File: src/flash_prot_pkg.sv
package flash_prot_pkg;

  localparam logic [15:0] ADDR_RANGE_END_HIGH = 16'hffa6;
  localparam logic [15:0] ADDR_RANGE_END_LOW = 16'hffa7;
  localparam logic [15:0] ADDR_WRITE_BUFFER = 16'hffa8;
  localparam logic [15:0] ADDR_PROTECT_BYTE = 16'h0081;

  localparam logic [7:0] RESET_BYTE = 8'h00;
  localparam logic [7:0] ERASED_BYTE = 8'hff;
  localparam logic [3:0] HIGH_NIBBLE_ZERO = 4'h0;

  // protect byte layout
  localparam int PROT_SEL_LSB = 2;
  localparam int PROT_SEL_MSB = 6;
  localparam logic [7:0] PROT_FIXED_MASK = 8'h83;

  // number of flash blocks per device size
  localparam int BLOCKS_MAX = 16;
  localparam logic [1:0] SIZE_4BLK = 2'h0;
  localparam logic [1:0] SIZE_8BLK = 2'h1;
  localparam logic [1:0] SIZE_16BLK = 2'h2;

  localparam logic [4:0] SEL_NONE = 5'h1f;

  // flash command codes
  localparam logic [2:0] CMD_VERIFY = 3'h1;
  localparam logic [2:0] CMD_ERASE = 3'h3;
  localparam logic [2:0] CMD_BLANK = 3'h4;
  localparam logic [2:0] CMD_WRITE = 3'h5;

  typedef enum logic [1:0] {
    SEQ_IDLE,
    SEQ_WALK,
    SEQ_DONE
  } seq_state_t;

endpackage

File: src/flash_self_program_range_protect.sv
`timescale 1ns/100ps
// Functional notes
// - The sequencer walks the start pointer up until it equals the high and low compare values.
// - Reset clears both compare registers and the write buffer to zero.
// - Compare registers take bit and byte writes and read back what was written.
// - The write buffer holds the byte that the next byte write programs.
// - Protection applies only in self-programming mode and never in other modes.
// - A self-programming write or erase to a protected block leaves the flash unchanged.
// - The protect byte holds a five-bit selection in bits 6 to 2 with bits 7, 1, 0 at one.
// - Four-block device: 01110 shields 0-3, 01111 shields 0-1, 11111 shields none.
// - Eight-block device: 01100 to 01111 shield 0-7, 0-5, 0-3, 0-1; 11111 shields none.
// - Sixteen-block device: 01000 to 01111 shield 0-15 down to 0-1 in steps of two.
// - A command aimed at a shielded block raises the protect error flag.
module flash_self_program_range_protect (
  input wire logic clk_sys,
  input wire logic sys_rst,
  input wire logic [1:0] deviceSize,
  input wire logic [15:0] cpuAddr,
  input wire logic cpuWrite,
  input wire logic cpuRead,
  input wire logic cpuBitOp,
  input wire logic [2:0] cpuBitSel,
  input wire logic [7:0] cpuWdata,
  output logic [7:0] cpuRdata,
  output logic cpuHit,
  input wire logic [7:0] protectByte,
  input wire logic selfProgMode,
  input wire logic cmdStart,
  input wire logic [2:0] cmdCode,
  input wire logic [7:0] start_pointer_high,
  input wire logic [7:0] start_pointer_low,
  output logic seqBusy,
  output logic seqStep,
  output logic [15:0] seqAddr,
  output logic seqDone,
  output logic flashWriteEn,
  output logic flashEraseEn,
  output logic [7:0] flashWdata,
  output logic write_erase_protect_error
);
  typedef struct packed {
    logic [7:0] rangeEndHigh;
    logic [7:0] rangeEndLow;
    logic [7:0] writeBuffer;
    logic [7:0] rdata;
    logic [2:0] cmd;
    logic blocked;
    logic protErr;
  } regs_t;

  regs_t cur_r, cur_nxt;
  logic [15:0] protMask;
  logic walkBusy;
  logic walkStep;
  logic walkDone;
  logic [15:0] walkAddr;
  logic targetProt;
  logic launch;
  logic selHigh;
  logic selLow;
  logic selBuf;

  protect_decode u_decode (
    .protectByte(protectByte),
    .deviceSize(deviceSize),
    .protMask(protMask)
  );

  // the high start pointer carries the block number; upper nibble is kept zero by software
  assign targetProt = protMask[start_pointer_high[3:0]] && selfProgMode;
  assign launch = cmdStart && !walkBusy;

  range_walker u_walk (
    .clk_sys(clk_sys),
    .sys_rst(sys_rst),
    .start(launch && !targetProt),
    .startHigh(start_pointer_high),
    .startLow(start_pointer_low),
    .endHigh(cur_r.rangeEndHigh),
    .endLow(cur_r.rangeEndLow),
    .busy(walkBusy),
    .stepValid(walkStep),
    .curAddr(walkAddr),
    .done(walkDone)
  );

  assign selHigh = (cpuAddr == flash_prot_pkg::ADDR_RANGE_END_HIGH);
  assign selLow = (cpuAddr == flash_prot_pkg::ADDR_RANGE_END_LOW);
  assign selBuf = (cpuAddr == flash_prot_pkg::ADDR_WRITE_BUFFER);

  function automatic logic [7:0] bitMerge(input logic [7:0] old, input logic [2:0] idx,
                                          input logic val);
    logic [7:0] tmp;
    tmp = old;
    tmp[idx] = val;
    return tmp;
  endfunction

  always_comb begin
    cur_nxt = cur_r;
    if (cpuWrite && selHigh) begin
      // single-bit writes take bit 0 of the data as the new value
      cur_nxt.rangeEndHigh = cpuBitOp ? bitMerge(cur_r.rangeEndHigh, cpuBitSel, cpuWdata[0])
                                      : cpuWdata;
    end
    if (cpuWrite && selLow) begin
      cur_nxt.rangeEndLow = cpuBitOp ? bitMerge(cur_r.rangeEndLow, cpuBitSel, cpuWdata[0])
                                     : cpuWdata;
    end
    // a bit operation would be a read-modify-write racing the sequencer, so it is dropped
    if (cpuWrite && selBuf && !cpuBitOp) begin
      cur_nxt.writeBuffer = cpuWdata;
    end
    cur_nxt.rdata = flash_prot_pkg::RESET_BYTE;
    if (cpuRead) begin
      if (selHigh) cur_nxt.rdata = cur_r.rangeEndHigh;
      else if (selLow) cur_nxt.rdata = cur_r.rangeEndLow;
      else if (selBuf) cur_nxt.rdata = cur_r.writeBuffer;
    end
    if (launch) begin
      cur_nxt.cmd = cmdCode;
      cur_nxt.blocked = targetProt;
    end else if (walkDone) begin
      cur_nxt.blocked = 1'b0;
    end
    // one-cycle pulse per blocked launch; the status register owner makes it sticky
    cur_nxt.protErr = launch && targetProt;
  end

  always_ff @(posedge clk_sys) begin
    if (sys_rst) begin
      cur_r <= '0;
    end else begin
      cur_r <= cur_nxt;
    end
  end

  assign cpuRdata = cur_r.rdata;
  assign cpuHit = selHigh || selLow || selBuf;
  assign seqBusy = walkBusy;
  assign seqStep = walkStep;
  assign seqAddr = walkAddr;
  assign seqDone = walkDone;
  // flash strobes are never raised for a shielded block, so its data survives
  assign flashWriteEn = walkStep && !cur_r.blocked
                        && (cur_r.cmd == flash_prot_pkg::CMD_WRITE);
  assign flashEraseEn = walkStep && !cur_r.blocked
                        && (cur_r.cmd == flash_prot_pkg::CMD_ERASE);
  assign flashWdata = cur_r.writeBuffer;
  assign write_erase_protect_error = cur_r.protErr;
endmodule // flash_self_program_range_protect

File: src/protect_decode.sv
`timescale 1ns/100ps
// turns the five-bit selection into a mask of protected blocks
module protect_decode (
  input wire logic [7:0] protectByte,
  input wire logic [1:0] deviceSize,
  output logic [15:0] protMask
);
  logic [4:0] sel;
  logic [4:0] topBlock;
  logic noneProt;
  logic badSel;

  always_comb begin
    sel = protectByte[flash_prot_pkg::PROT_SEL_MSB:flash_prot_pkg::PROT_SEL_LSB];
    noneProt = (sel == flash_prot_pkg::SEL_NONE);
    badSel = 1'b0;
    topBlock = 5'h0f;
    unique case (deviceSize)
      flash_prot_pkg::SIZE_4BLK: begin
        // 01110 -> 0..3, 01111 -> 0..1
        if (sel == 5'h0e) topBlock = 5'h03;
        else if (sel == 5'h0f) topBlock = 5'h01;
        else badSel = 1'b1;
      end
      flash_prot_pkg::SIZE_8BLK: begin
        if (sel >= 5'h0c && sel <= 5'h0f) begin
          topBlock = 5'(7 - 2 * (32'(sel) - 12));
        end else begin
          badSel = 1'b1;
        end
      end
      default: begin
        if (sel >= 5'h08 && sel <= 5'h0f) begin
          topBlock = 5'(15 - 2 * (32'(sel) - 8));
        end else begin
          badSel = 1'b1;
        end
      end
    endcase
    // all ones is the listed shield-nothing code for every size, not an unlisted one
    if (noneProt) badSel = 1'b0;
    // fixed bits must read as one, otherwise the byte is corrupt
    if ((protectByte & flash_prot_pkg::PROT_FIXED_MASK) != flash_prot_pkg::PROT_FIXED_MASK) begin
      badSel = 1'b1;
    end
    // unlisted codes fail safe by shielding everything
    if (badSel && !noneProt) topBlock = 5'h0f;
  end

  genvar b;
  for (b = 0; b < flash_prot_pkg::BLOCKS_MAX; b++) begin : g_mask
    assign protMask[b] = (!noneProt || badSel) && (5'(b) <= topBlock);
  end
endmodule // protect_decode

File: src/range_walker.sv
`timescale 1ns/100ps
// steps a pointer pair until it meets the compare pair
module range_walker (
  input wire logic clk_sys,
  input wire logic sys_rst,
  input wire logic start,
  input wire logic [7:0] startHigh,
  input wire logic [7:0] startLow,
  input wire logic [7:0] endHigh,
  input wire logic [7:0] endLow,
  output logic busy,
  output logic stepValid,
  output logic [15:0] curAddr,
  output logic done
);
  typedef struct packed {
    flash_prot_pkg::seq_state_t st;
    logic [7:0] ptrHigh;
    logic [7:0] ptrLow;
    logic done;
  } walk_t;

  walk_t cur_r, cur_nxt;

  always_comb begin
    cur_nxt = cur_r;
    cur_nxt.done = 1'b0;
    unique case (cur_r.st)
      flash_prot_pkg::SEQ_IDLE: begin
        if (start) begin
          cur_nxt.ptrHigh = startHigh;
          cur_nxt.ptrLow = startLow;
          cur_nxt.st = flash_prot_pkg::SEQ_WALK;
        end
      end
      flash_prot_pkg::SEQ_WALK: begin
        // stop when both halves match the compare values
        if (cur_r.ptrHigh == endHigh && cur_r.ptrLow == endLow) begin
          cur_nxt.st = flash_prot_pkg::SEQ_DONE;
        end else begin
          {cur_nxt.ptrHigh, cur_nxt.ptrLow} = {cur_r.ptrHigh, cur_r.ptrLow} + 16'h0001;
        end
      end
      flash_prot_pkg::SEQ_DONE: begin
        cur_nxt.done = 1'b1;
        cur_nxt.st = flash_prot_pkg::SEQ_IDLE;
      end
      default: cur_nxt.st = flash_prot_pkg::SEQ_IDLE;
    endcase
  end

  always_ff @(posedge clk_sys) begin
    if (sys_rst) begin
      cur_r <= '0;
    end else begin
      cur_r <= cur_nxt;
    end
  end

  assign busy = (cur_r.st != flash_prot_pkg::SEQ_IDLE);
  assign stepValid = (cur_r.st == flash_prot_pkg::SEQ_WALK);
  assign curAddr = {cur_r.ptrHigh, cur_r.ptrLow};
  assign done = cur_r.done;
endmodule // range_walker
File: config.mk
export PLATFORM = sky130hd
export DESIGN_NAME = flash_self_program_range_protect
export DESIGN_NICKNAME = d
export VERILOG_FILES = /design/src/flash_prot_pkg.sv /design/src/flash_self_program_range_protect.sv /design/src/protect_decode.sv /design/src/range_walker.sv
export SDC_FILE = /design/constraint.sdc
export NUM_CORES = 1
export LEC_CHECK = 0
export BUFFER_PORTS_ARGS = -buffer_cell sky130_fd_sc_hd__buf_4
export CAP_MARGIN = 20
export CORE_ASPECT_RATIO = 2
export CORE_UTILIZATION = 25
export CTS_BUF_LIST = sky130_fd_sc_hd__clkbuf_4 sky130_fd_sc_hd__clkbuf_8
export DETAILED_ROUTE_END_ITERATION = 12
export GPL_TIMING_DRIVEN = 0
export PLACE_DENSITY_LB_ADDON = 0.12
export SLEW_MARGIN = 25
export SYNTH_ARGS = -nofsm -noshare
export SYNTH_HDL_FRONTEND = slang
export SYNTH_HIERARCHICAL = 1
export SYNTH_SLANG_ARGS = --single-unit
File: constraint.sdc
create_clock -name clk_sys -period 7.25 [get_ports clk_sys]
set_input_delay 1.0875 -clock clk_sys [delete_from_list [all_inputs] [get_ports clk_sys]]
set_output_delay 1.0875 -clock clk_sys [all_outputs]
set_load 0.02 [all_outputs]
==> impl_metrics.yaml <==
global_routing:
  grt_pass1_wl_um: 21910
  grt_pass1_vias: 4248
  gr-usage-met1: 0.1494
  gr-usage-met2: 0.3470
  grt-ovfl-total: 0
  gr-max-usage-layer: "met2"
  grt.total_usage: 0.1692
  use_met3: 0.01458
  grt_max_degree: 19
  grt_antenna_before_repair: 0
sta:
  finalSetupViolations: 0
  finalCritPeriodShare: 0.6231
  finalHoldViolCount: 0
  fin_skew_ns: 0.01495
  tightest_slew_ns: 0.9330
  rsz0062_at_grt: "no"
  relSlewSlack: 0.3723
  final.setup.tns_ns: 0
  finalMaxSlewViolations: 0
  fmaxAchievable_ghz: 0.2214
  fin_crit_ns: 4.517
floorplan:
  die_h_um: 182.6
  die-area_um2: 16860
  rows: 65
  pin_count: 102
  design.core.area_um2: 15860
  die_w_um: 92.31
  start_util: 0.2571
min_path:
  hp-class: "flip-flop to flip-flop"
  hp-start: "cur_r[2]"
  whs_endpoint: "cur_r[2]"
  whs_path_depth: 2
worst_setup_path:
  critPathLaunchType: "primary input"
  path_buf_inv: 3
  critPathTopFamily: "simple AND/OR/NAND/NOR gates"
  cp_num_cells: 18
  crit_chain: "buf_4 > ha_1 > and4b_1 > o21ai_2 > nand2_1 > o21ai_2 > o211ai_1 > buf_4 > mux2i_1 > a22oi_1 > nand3_1 > and3_1 > nor2b_1 > and2_1 > clkbuf_1 > nor2_1 > a211oi_1 > o32ai_1"
  endpoint_kind: "flip-flop"
  worst_r2r_endpoint: "u_walk/curAddr[15]"
  crit_path_max_fanout: 10
  cpMaxStageDelayCell: "clkbuf_1"
  worstPathRequired_ns: 7.45
  reg2reg_depth: 9
  slowest_delay_ns: 0.46
  rrSetupSlack_ns: 4.41
  criticalPathCategory: "primary input to flip-flop"
  rr_startpoint: "u_walk/cur_r[17]"
  cp_data_arrival_time_ns: 4.72
power:
  powerDensity_nw_per_um2: 162.8
  total_power_uw: 839.4
  internal_power_uw: 527.3
  vdd_ir_drop_max_mv: 0.09085
  p_leak_nw: 2.059
  p_switching_uw: 312.0
  combinationalPowerShare: 0.368
  clockPowerShare: 0.221
  p_sw_frac: 0.3718
  power_frac_seq: 0.411
drt:
  wl_per_cell_um: 17.34
  dr.pass1.iters: 4
  drt_iter0_markers: 148
  num_vias: 4126
  drtAntennaViolNets: 0
  drc: 0
  vias_per_cell: 5.094
  drt-total-wl_um: 14040
layout:
  final_nets: 673
  layout-drive-gt1-share: 0.2989
  syn2layout_area_growth_pct: 26.42
  fill_cells: 1768
  antenna_cells: 0
place:
  port_buffers: 98
  hpwlAfterDp_um: 11630
  place_congestion: 0.9171
logic_synthesis:
  synth_cells: 503
  netlist_top_cells_area: "dfxtp_1 (27%), buf_4 (6.6%), a31oi_1 (5.2%)"
  synth_top_area_cell: "dfxtp_1"
  synth_cell_types: 76
  synth_area_per_cell_um2: 8.107
  syn_area_um2: 4078
  synth_enable_flop_cells: 0
  ys.flop_type: "dfxtp_1"
  async_flop_share: 0
  synth_top_area_frac: 0.2749
  synth_warnings: 6
  syn_nets: 568
  yosysSeqAreaShare: 0.2749
  ys_seq_elements: 56
cts:
  cts_buffers: 5
  clk_path_buf_depth: 2
  clk_latency_ns: 0.33
  cts_sinks: 56
  holdBufCountCts: 0
  clkTransAtPathRegs_ns: 0.11
  postCtsSetupBuffers: 0
  root_buffer: "clkbuf_8"
  cts_tree: "done"
  h-tree-depth: 2
  cts_resized: 0
status:
  status: "complete, no violations"
job:
  max_cap_violations: 0
worst max path at each step:
| stage | start | end | slack (ns) |
|---|---|---|---|
| 3_5_place_dp | protectByte[4] | u_walk/curAddr[15] | 2.34 |
| 2_1_floorplan | protectByte[4] | u_walk/curAddr[3] | 3.19 |
| 6_report | protectByte[4] | u_walk/curAddr[15] | 2.73 |
| 4_1_cts | protectByte[4] | u_walk/curAddr[15] | 2.70 |
| 3_3_place_gp | protectByte[4] | u_walk/curAddr[3] | 2.36 |
| 5_1_grt | protectByte[4] | u_walk/curAddr[15] | 2.34 |
cell usage in the layout, fill, tap and decap left out, drive strengths merged, types with 10 or more instances in the layout:
master / n
a21oi: 20
o21ai: 18
nor4: 10
clkbuf: 25
mux2i: 17
a211oi: 19
dfxtp: 56
a31oi: 34
nand2: 42
nand2b: 22
buf: 148
xor2: 17
nor2b: 10
nand3: 30
nand4: 13
nor2: 23
per-stage QoR:
stage / worst slack, ns / std cells / hold slack (ns) / instance area, um2 / utilization
after floorplan: 3.188 / 503 / 0.4365 / 4078 / -
after global placement: 2.360 / 802 / 0.4473 / 5065 / 0.3194
after detailed placement: 2.338 / 802 / 0.4466 / 5065 / 0.3194
after CTS: 2.696 / 810 / 0.4633 / 5155 / 0.3250
after global routing: 2.337 / 810 / 0.4944 / 5155 / 0.3250
final: 2.733 / 810 / 0.4621 / 5155 / 0.3250
final cells by class:
cell class / instances / area [um2] / share of cell area
multi-input combinational: 369 / 2464 / 0.4779
sequential: 56 / 1121 / 0.2175
timing repair buffer: 98 / 735.7 / 0.1427
buffer: 70 / 462.9 / 0.08981
tap: 201 / 251.5 / 0.04879
clock buffer: 5 / 68.82 / 0.01335
inverter: 8 / 30.03 / 0.005825
clock inverter: 3 / 21.27 / 0.004126
flip-flops by register name, summed over array words and instances, names as in the netlist:
register and count:
u_walk/done 1, cpuRdata 8, flashWdata 8, u_walk/curAddr 16
u_walk/cur_r 2, cur_r 20, write_erase_protect_error 1
synth_stat cells (all sizes together), types with 7 or more instances:
cell	count
dfxtp	56
buf	50
nand2	42
a31oi	34
nand3	30
nor2	23
nand2b	22
a21oi	20
clkbuf	20
a211oi	19
o21ai	18
mux2i	17
xor2	17
nand4	13
nor2b	10
nor4	10
nand3b	8
a22oi	7
inv	7
tightest hold or removal path: stages (launching register included):
cell,delay (ns)
dfxtp_1,0.33
nand2_1,0.05
a21oi_1,0.05
routing by layer:
metal	vias up	wire, um
met5	-	0
met4	0	787
met3	39	432
met2	127	8134
met1	1912	4688
li1	2048	-
power by group through the flow:
stage | logic, mW | registers [mW] | clock network [mW]
after floorplan | 0.200 | 0.345 | 0
final | 0.309 | 0.345 | 0.186
after global placement | 0.308 | 0.352 | 0
after detailed placement | 0.308 | 0.352 | 0
after CTS | 0.309 | 0.345 | 0.196
after global routing | 0.335 | 0.347 | 0.202
cells by family after synthesis:
logic type / count (synthesis) / synth area share
AO/OA/AOI/OAI: 140 / 0.2443
XOR/XNOR: 17 / 0.03651
adder cells (fa/ha/maj): 2 / 0.006136
buffers and inverters: 78 / 0.1209
flip-flops: 56 / 0.2749
multiplexers: 18 / 0.04449
AND/OR/NAND/NOR: 192 / 0.2728
(Power assumes the default switching activity.)
